==> config.mk <==
export PLATFORM = sky130hd
export DESIGN_NAME = pis_steering
export DESIGN_NICKNAME = d
export VERILOG_FILES = /design/src/include/pis_pkg.sv /design/src/verilog/pis_sync.sv /design/src/verilog/pis_steering.sv
export VERILOG_INCLUDE_DIRS = /design/src /design/src/include
export SDC_FILE = /design/constraint.sdc
export NUM_CORES = 1
export LEC_CHECK = 0
export BUFFER_PORTS_ARGS = -buffer_cell sky130_fd_sc_hd__clkbuf_2
export CAP_MARGIN = 10
export CORE_ASPECT_RATIO = 1.75
export CORE_UTILIZATION = 35
export CTS_CLUSTER_DIAMETER = 50
export DETAILED_ROUTE_END_ITERATION = 7
export GPL_ROUTABILITY_DRIVEN = 1
export PLACE_DENSITY = 0.57
export SYNTH_ARGS = -nofsm -noshare
export SYNTH_HDL_FRONTEND = slang
export SYNTH_SLANG_ARGS = --single-unit
==> constraint.sdc <==
create_clock -name ref_clk_in -period 1.7 [get_ports ref_clk_in]
set_input_delay 0.085 -clock ref_clk_in [delete_from_list [all_inputs] [get_ports ref_clk_in]]
set_output_delay 0.085 -clock ref_clk_in [all_outputs]
set_load 0.05 [all_outputs]
==> src/include/pis_defines.svh <==
// constants for the pci interrupt steering block
`ifndef PIS_DEFINES_SVH
`define PIS_DEFINES_SVH
`define PIS_NUM_PROG           8
`define PIS_NUM_LEGACY         16
`define PIS_NUM_ADV            24
`define PIS_ADV_PROG_BASE      16
`define PIS_CASCADE_IRQ        4'h2
`define PIS_ROUTE_DISABLED     4'h0
`define PIS_LEGACY_OK_MASK     16'hDEF8
`define PIS_FIXED_SRC_COUNT    4
`define PIS_SERIAL2_DEF_IRQ    4'h3
`define PIS_SERIAL1_DEF_IRQ    4'h4
`define PIS_PAR2_DEF_IRQ       4'h5
`define PIS_PAR1_DEF_IRQ       4'h7
`endif

==> src/include/pis_pkg.sv <==
// types for the pci interrupt steering block
package pis_pkg;
	typedef logic [3:0] pis_irq_num_type;
	typedef enum logic {
		PIS_MODE_LEGACY,
		PIS_MODE_ADVANCED
	} pis_mode_type;
	typedef enum {
		PIS_ST_IDLE,
		PIS_ST_RUN
	} pis_state_type;
endpackage

==> src/verilog/pis_sync.sv <==
// two-flop synchroniser bank for asynchronous request pins
`timescale 1ns/1ps
module pis_sync #(
	parameter int WIDTH = 8
) (
	input  wire logic             ref_clk_in,
	input  wire logic             reset_n_in,
	input  wire logic [WIDTH-1:0] async_in,
	output logic      [WIDTH-1:0] sync_out
);
	// ==========================================
	// synchroniser
	logic [WIDTH-1:0] meta_q;
	logic [WIDTH-1:0] sync_q;
	// idle level of an active-low request line is high
	always_ff @(posedge ref_clk_in) begin
		if (!reset_n_in) begin
			meta_q <= '1;
			sync_q <= '1;
		end else begin
			meta_q <= async_in;
			sync_q <= meta_q;
		end
	end
	assign sync_out = sync_q;
endmodule

==> src/verilog/pis_steering.sv <==
// pci interrupt steering onto legacy and advanced controller inputs
// How it works
// [RULE_01] eight programmable request inputs; each pci source feeds exactly one.
// [RULE_02] legacy mode steers each input to line 3-7, 9-12, 14 or 15.
// [RULE_03] several programmable inputs may share one legacy line.
// [RULE_04] legacy controller output covers only interrupts 0 through 15.
// [RULE_05] advanced controller output has twenty-four inputs, 0 through 23.
// [RULE_06] advanced mode delivers inputs first to eighth onto 16 through 23.
// [RULE_07] interrupts 16 to 23 stay quiet in legacy mode.
// [RULE_08] legacy line 2 is kept for the cascade, never steered to.
// [RULE_09] sources tied onto one input form one shared request.
// [RULE_10] cards put their single or first interrupt on their first pin.
// [RULE_11] serial and parallel port interrupt numbers are programmable.
// [RULE_12] usb, serial storage, express port routes set at run time.
// [RULE_13] inputs are active low level shareable; request holds until all release.
`timescale 1ns/1ps
`include "pis_defines.svh"
module pis_steering
	import pis_pkg::*;
#(
	parameter int NUM_PROG  = `PIS_NUM_PROG,
	parameter int NUM_FIXED = `PIS_FIXED_SRC_COUNT,
	parameter int NUM_DYN   = 3
) (
	input  wire logic                     ref_clk_in,
	input  wire logic                     reset_n_in,
	input  wire logic [NUM_PROG-1:0]      prog_irq_input_n_in,
	input  wire logic                     adv_mode_in,
	input  wire logic [4*NUM_PROG-1:0]    prog_route_in,
	input  wire logic                     route_load_in,
	input  wire logic [NUM_FIXED-1:0]     fixed_req_in,
	input  wire logic [4*NUM_FIXED-1:0]   fixed_route_in,
	input  wire logic                     fixed_load_in,
	input  wire logic [NUM_DYN-1:0]       dyn_req_in,
	input  wire logic [3*NUM_DYN-1:0]     dyn_sel_in,
	input  wire logic                     dyn_load_in,
	output logic [`PIS_NUM_LEGACY-1:0]    legacy_irq_controller_out,
	output logic [`PIS_NUM_ADV-1:0]       advanced_irq_controller_out,
	output logic [NUM_PROG-1:0]           prog_active_out,
	output logic                          route_reject_out
);
	// ==========================================
	// request capture
	logic [NUM_PROG-1:0] prog_n_sync;
	pis_sync #(.WIDTH(NUM_PROG)) u_sync (
		.ref_clk_in (ref_clk_in),
		.reset_n_in (reset_n_in),
		.async_in   (prog_irq_input_n_in),
		.sync_out   (prog_n_sync)
	);
	// wired sharing means the pin is low while any source holds it
	wire [NUM_PROG-1:0] prog_req = ~prog_n_sync; // [RULE_13] [RULE_09]

	logic [NUM_FIXED-1:0] fixed_s1_q;
	logic [NUM_FIXED-1:0] fixed_s2_q;
	logic [NUM_DYN-1:0]   dyn_s1_q;
	logic [NUM_DYN-1:0]   dyn_s2_q;
	always_ff @(posedge ref_clk_in) begin
		if (!reset_n_in) begin
			fixed_s1_q <= '0;
			fixed_s2_q <= '0;
			dyn_s1_q   <= '0;
			dyn_s2_q   <= '0;
		end else begin
			fixed_s1_q <= fixed_req_in;
			fixed_s2_q <= fixed_s1_q;
			dyn_s1_q   <= dyn_req_in;
			dyn_s2_q   <= dyn_s1_q;
		end
	end

	// ==========================================
	// mode and route tables
	pis_mode_type    mode_q;
	pis_state_type   state_q;
	pis_irq_num_type route_q [NUM_PROG];
	pis_irq_num_type fixed_q [NUM_FIXED];
	logic [2:0]      dyn_q   [NUM_DYN];
	logic            reject_q;
	logic [NUM_PROG-1:0]  route_bad;
	logic [NUM_FIXED-1:0] fixed_bad;

	wire pis_mode_type mode_d = adv_mode_in ? PIS_MODE_ADVANCED : PIS_MODE_LEGACY;
	wire [`PIS_NUM_LEGACY-1:0] legal_mask = `PIS_LEGACY_OK_MASK;

	genvar gi;
	generate
		for (gi = 0; gi < NUM_PROG; gi++) begin : g_prog
			wire pis_irq_num_type nr = prog_route_in[4*gi +: 4];
			// zero disables; line 2 and the fixed system lines are not legal targets
			assign route_bad[gi] = (nr != `PIS_ROUTE_DISABLED) && !legal_mask[nr]; // [RULE_02] [RULE_08]
			always_ff @(posedge ref_clk_in) begin
				if (!reset_n_in) begin
					route_q[gi] <= `PIS_ROUTE_DISABLED;
				end else if (route_load_in && !route_bad[gi]) begin
					route_q[gi] <= nr; // [RULE_02]
				end
			end
		end
		for (gi = 0; gi < NUM_FIXED; gi++) begin : g_fixed
			wire pis_irq_num_type nf = fixed_route_in[4*gi +: 4];
			assign fixed_bad[gi] = (nf == `PIS_CASCADE_IRQ); // [RULE_08]
			always_ff @(posedge ref_clk_in) begin
				if (!reset_n_in) begin
					unique case (gi)
						0: fixed_q[gi] <= `PIS_SERIAL1_DEF_IRQ;
						1: fixed_q[gi] <= `PIS_SERIAL2_DEF_IRQ;
						2: fixed_q[gi] <= `PIS_PAR1_DEF_IRQ;
						default: fixed_q[gi] <= `PIS_PAR2_DEF_IRQ;
					endcase
				end else if (fixed_load_in && !fixed_bad[gi]) begin
					fixed_q[gi] <= nf; // [RULE_11]
				end
			end
		end
		for (gi = 0; gi < NUM_DYN; gi++) begin : g_dyn
			always_ff @(posedge ref_clk_in) begin
				if (!reset_n_in) begin
					dyn_q[gi] <= 3'h0;
				end else if (dyn_load_in) begin
					dyn_q[gi] <= dyn_sel_in[3*gi +: 3]; // [RULE_12]
				end
			end
		end
	endgenerate

	wire any_reject = (route_load_in && (|route_bad)) || (fixed_load_in && (|fixed_bad));

	always_ff @(posedge ref_clk_in) begin
		if (!reset_n_in) begin
			mode_q   <= PIS_MODE_LEGACY;
			state_q  <= PIS_ST_IDLE;
			reject_q <= 1'b0;
		end else begin
			mode_q   <= mode_d;
			state_q  <= PIS_ST_RUN;
			reject_q <= any_reject;
		end
	end

	// ==========================================
	// combine requests
	// dynamic sources join a programmable line, so they share its steering
	logic [NUM_PROG-1:0] line_req;
	always_comb begin
		line_req = prog_req;
		for (int d = 0; d < NUM_DYN; d++) begin
			if (dyn_s2_q[d]) begin
				line_req[dyn_q[d]] = 1'b1; // [RULE_12] [RULE_09]
			end
		end
	end

	logic [`PIS_NUM_LEGACY-1:0] legacy_d;
	always_comb begin
		legacy_d = '0;
		if (mode_q == PIS_MODE_LEGACY) begin
			for (int p = 0; p < NUM_PROG; p++) begin
				if (line_req[p] && route_q[p] != `PIS_ROUTE_DISABLED) begin
					legacy_d[route_q[p]] = 1'b1; // [RULE_03]
				end
			end
		end
		for (int f = 0; f < NUM_FIXED; f++) begin
			if (fixed_s2_q[f]) begin
				legacy_d[fixed_q[f]] = 1'b1; // [RULE_11]
			end
		end
		legacy_d[`PIS_CASCADE_IRQ] = 1'b0; // [RULE_08]
	end

	logic [`PIS_NUM_ADV-1:0] adv_d;
	always_comb begin
		adv_d = '0;
		if (mode_q == PIS_MODE_ADVANCED) begin
			adv_d[`PIS_NUM_LEGACY-1:0] = legacy_d; // [RULE_05]
			adv_d[`PIS_ADV_PROG_BASE +: NUM_PROG] = line_req; // [RULE_06] [RULE_07]
		end
	end

	// ==========================================
	// outputs
	logic [`PIS_NUM_LEGACY-1:0] legacy_q;
	logic [`PIS_NUM_ADV-1:0]    adv_q;
	logic [NUM_PROG-1:0]        active_q;
	always_ff @(posedge ref_clk_in) begin
		if (!reset_n_in) begin
			legacy_q <= '0;
			adv_q    <= '0;
			active_q <= '0;
		end else begin
			legacy_q <= (mode_q == PIS_MODE_LEGACY) ? legacy_d : '0; // [RULE_04]
			adv_q    <= adv_d; // [RULE_05]
			active_q <= line_req; // [RULE_13]
		end
	end

	// nothing leaves before the first run cycle so stale tables never fire
	wire running = (state_q == PIS_ST_RUN);
	assign legacy_irq_controller_out   = running ? legacy_q : '0;
	assign advanced_irq_controller_out = running ? adv_q : '0;
	assign prog_active_out             = active_q; // [RULE_01]
	assign route_reject_out            = reject_q;
endmodule

[Word-level counts from Yosys, hierarchy flattened]
Memories as Yosys holds them, arrays and structs flattened.
Index checks and enable logic that the tools add are counted.
Operators by class
  order comparisons: 38
  equality and inequality tests: 5
  muxes and demuxes: 120
  bitwise logic cells: 31
  reductions and logical operators: 86
Operators by type and width (number)
  $mux 16: 21
  $or 16x16->16: 11
  $lt 4x5->1 const B: 20
  $mux 1: 65
  $reduce_bool 4->1: 16
  $demux 1 s4: 12
  $ge 4x1->1 const B: 12
  $mux 4: 12
  $logic_and 1x1->1: 45
  $eq 32x2->1 const B: 1
  $mux 24: 1
  $mux 8: 3
  $or 8x8->8: 3
  $logic_not 1->1: 20
  $eq 4x2->1 const B: 4
  $or 1x1->1: 15
  $lt 3x4->1 const B: 3
  $demux 1 s3: 3
  $ge 3x1->1 const B: 3
  $mux 3: 3
  $not 8->8: 1
  $reduce_or 8->1: 1
  $reduce_or 4->1: 1
  $reduce_and 2->1: 1
  other kinds (3): 3
Storage, ports and cells
  register bits: 112
  RAM bits: 57
  ROM bits: 128
  input port bits: 78
  output and inout bits: 49
  memories kept: 11
Memories
  route_q: words 8, width 4, rd ports 8, clocked after Yosys merged registers in 0, wr ports 8, RTL line pis_steering.sv:76  | pis_irq_num_type route_q [NUM_PROG];
  (no name shown): words 16, width 1, rd ports 1, clocked after Yosys merged registers in 0, wr ports 0, RTL line pis_steering.sv:91  | assign route_bad[gi] = (nr != `PIS_ROUTE_DISABLED) && !legal_mask[nr];
  (no name shown): words 16, width 1, rd ports 1, clocked after Yosys merged registers in 0, wr ports 0, RTL line pis_steering.sv:91
  (no name shown): words 16, width 1, rd ports 1, clocked after Yosys merged registers in 0, wr ports 0, RTL line pis_steering.sv:91
  (no name shown): words 16, width 1, rd ports 1, clocked after Yosys merged registers in 0, wr ports 0, RTL line pis_steering.sv:91
  (no name shown): words 16, width 1, rd ports 1, clocked after Yosys merged registers in 0, wr ports 0, RTL line pis_steering.sv:91
  5 more memories

[Logic depth before layout (Yosys ltp)]
An unclocked memory read counts as a cell.
  word-level depth: 43
  mapped depth: 6

[Modules after synthesis]
A second synthesis with hierarchy kept.
Second synthesis, totals
  cells, all modules: 690
  area total of the unflattened synthesis: 6865.3 um^2
By module, submodules not included
  pis_steering: times used 1, cells each 657, area each 6433.7 um^2, sequential area each 2972.9 um^2
  pis_sync: times used 1, cells each 33, area each 431.7 um^2, sequential area each 320.3 um^2

[Worst setup path before layout]
No wires, ideal clock.
  path kind: flip-flop to flip-flop
  from: memory dyn_q[0][0]
  to: register legacy_q[6]
  library setup time: 59 ps
  arrival: 1855 ps
  path slack: -214 ps
  stages on the path, launching flop included: 7
  clock period less this slack: 1914 ps
  cells stage by stage: edfxtp_1 -> or4bb_1 -> and4_4 -> buf_6 -> or3_1 -> o2111ai_1 -> o31a_1
RTL lines
  start: declaration: RTL line pis_steering.sv:78  | logic [2:0] dyn_q [NUM_DYN];
  end signal: assignment: RTL line pis_steering.sv:192  | legacy_q <= (mode_q == PIS_MODE_LEGACY) ? legacy_d : '0;
  end: declaration: RTL line pis_steering.sv:183  | logic [`PIS_NUM_LEGACY-1:0] legacy_q;

==> results.cfg <==
[clocking]
cts_tree = built
clkTransAtPathRegs_ps = 60
clock_latency_ps = 440
numCtsBuffers = 17
cts.sinks = 136
cts_buffer_depth = 2
htreeDepth = 4
cts-root-buf = clkbuf_16

[yosys]
synth_top_area_share_pct = 24.48
synth-seq-area-share_pct = 47.10
synth_cells = 712
synth_area_per_cell_um2 = 9.820
yosys.area.top_type = edfxtp_1
syn_area_um2 = 6992
ys_ff_latch = 136
postSynth.asyncResetShare_pct = 0
yosysWarnings = 0
yosysMostFrequentCell = and2_1
synth.area.top_cells = edfxtp_1 24%, dfxtp_1 23%, and2_1 8.4%, nand2b_1 3.4%, nor4b_1 3.4%
synth_edf_count = 57
synthFlopType = dfxtp_1
synth_commonest_cells = 94 x and2_1, 79 x dfxtp_1, 57 x edfxtp_1
ys_types = 65

[placed_design]
dpl_cell_area_um2 = 8797
gp_congestion = 0.9459
io_buffers = 124
hpwlAfterDp_um = 18690

[final_layout]
syn2layout_area_growth_pct = 48.68
antenna_cells = 0
final_nets = 1108
drive_above_1_share_pct = 34.52
design_area_um2 = 10400

[critical_path]
required_ps = 2040
crit_type = flop to flop
r2r_setup_slack_ps = -460
worstPathMaxFanout = 4
path_buf_inv = 1
startpoint = dyn_q[1][2]
reg2reg_from = dyn_q[1][2]
max_stage_delay_ps = 550
cp-end-kind = flop
rr_endpoint = legacy_q[7]
worstPathArrival_ps = 2510
critical-path-slowest-cell = or4b_1
cp_cell_sequence = buf_4 > or4b_1 > nand4_1 > nand3_2 > o32a_1 > a31oi_2
rr_worst_depth = 6
startpoint_type = flop
cp_top_family = simple AND/OR/NAND/NOR gates

[detailed_routing]
drt-total-wl_um = 23820
wl_met1_um = 8879
wl_per_cell_um = 18.50
first_pass_iters = 5
drtAntennaViolNets = 0
met3_length_um = 967
drt_iter0_drc = 363
viasPerCell = 5.328
top_layer_used = met4
num_vias = 6863
wl_met2_um = 12560
drc = 0

[worst_hold_path]
worstHoldStart = fixed_route_in[0]
holdCritPathClass = input port to flop
whs_endpoint = fixed_q[0][0]
worstHoldPathCells = 2

[timing]
setup_violations = 21
period_needed_ps = 2163
fin_crit_sh_pct = 127.2
drv_slew = 0
rsz0062_at_grt = true
worst_pin_slew_ps = 568.2
timing.fmax_mhz = 462.3
finClkSkew_ps = 10.67
slew_headroom_pct = 61.72
fin_ws_ps = -463.0
hold_violations = 0

[floorplanning]
dieHeight_um = 189.0
dieArea_um2 = 20570
initial_core_util_pct = 35.57
fp-row-count = 68
pin_count = 127
die_w_um = 108.8
coreArea_um2 = 19650

[run_status]
status = complete, but fails checks
violations = negative setup slack

[grt]
grt_pass1_vias = 6705
grt_max_degree = 35
antenna_found_initial = 0
overflow = 0
grtUsageTotal_pct = 23.93
grt_pass1_wl_um = 36090

[pwr]
powerDensity_nw_per_um2 = 863.0
power_mw = 8.971
ir_drop_mv = 0.7819
power.leakage_nw = 4.237

[run]
cap_violations = 0
-- cells by family after synthesis --
family / after synthesis / synth area share [%]
other: 1 / 0.05363
AO/OA/AOI/OAI: 109 / 11.83
XOR/XNOR: 8 / 1.002
flip-flops: 136 / 47.10
buffers and inverters: 34 / 2.094
AND/OR/NAND/NOR: 424 / 37.92
-- per-stage QoR --
stage | hold WS [ps] | worst slack (ps) | setup TNS, ps | std cells | util, %
detailed placement | 267.7 | -511.4 | -5785 | 1180 | 44.76
global route | 12.78 | -501.6 | -7244 | 1288 | 52.89
floorplan | 112.7 | -189.4 | -1228 | 713 | -
finish | 15.79 | -463.0 | -5990 | 1288 | 52.89
global placement | 266.5 | -497.2 | -5185 | 1180 | 44.76
CTS | 1.091 | -388.0 | -4380 | 1281 | 52.23
-- power breakdown --
part           switching (mW)  leakage, nW  internal (mW)  total (mW)
Combinational           0.773         2.71          0.731        1.50
Clock                    1.50        0.285           2.12        3.62
Sequential              0.225         1.24           3.62        3.85
Total                    2.49         4.24           6.48        8.97
-- worst register-to-register path: cells and delay by family (launching register included) --
kind,cells,cell delay [ps]
DFF,1,460
AOI/OAI and AO/OA,2,520
and+or+nand+nor,3,930
buffers and inverters,1,180
-- worst max-delay path by stage --
stage / endpoint / slack [ps] / cells after the start
2_1_floorplan: legacy_q[6] / -190 / 6
3_3_place_gp: legacy_q[5] / -500 / 6
3_5_place_dp: legacy_q[5] / -510 / 6
4_1_cts: legacy_q[10] / -390 / 6
5_1_grt: legacy_q[7] / -500 / 6
6_report: legacy_q[7] / -460 / 6
-- layout make-up --
| cell class | instances | area, µm² |
|---|---|---|
| sequential | 136 | 3293 |
| inverter | 7 | 26.28 |
| fill | 1842 | 9259 |
| tap | 245 | 306.5 |
| timing repair buffer | 325 | 2317 |
| clock buffer | 18 | 450.4 |
| clock inverter | 14 | 128.9 |
| multi-input combinational | 543 | 3872 |
-- cell usage in the layout (no fill, tap or decap), types with 10 or more instances in the layout --
cell type / count
buf_4: 133
clkbuf_2: 123
and2_1: 93
dfxtp_1: 79
edfxtp_1: 57
dlygate4sd3_1: 56
nor2_1: 45
nand2b_1: 38
nor2b_1: 31
nand2_1: 31
nor4b_1: 22
nor3_1: 20
and3_1: 20
clkbuf_16: 18
o21ai_0: 16
nand4b_1: 13
o22ai_1: 13
or3_1: 12
buf_6: 12
nand4_1: 11
nor4_1: 10
a31oi_1: 10
-- metal layers --
layer	up-vias	track usage (%)
met5	-	0
met4	0	14.86
met3	84	4.509
met2	248	43.31
met1	3187	24.73
li1	3344	-
-- flip-flops by register name, indices dropped and copies added (netlist names), 3 cells and up --
| signal | flops |
|---|---|
| route_q | 32 |
| adv_q | 23 |
| fixed_q | 16 |
| legacy_q | 15 |
| dyn_q | 9 |
| prog_active_out | 8 |
| u_sync.meta_q | 8 |
| u_sync.sync_out | 8 |
| fixed_s1_q | 4 |
| fixed_s2_q | 4 |
| dyn_s1_q | 3 |
| dyn_s2_q | 3 |
-- what timing repair did --
action                                 in CTS  in global routing
hold buffers                               56                  0
setup endpoints to repair                  20                 57
gates resized for setup                    50                 18
pin swaps                                  22                 12
setup buffers                              16                  7
endpoints found under the hold margin      55                  0
No activity file was read; power rests on OpenSTA's default activity.
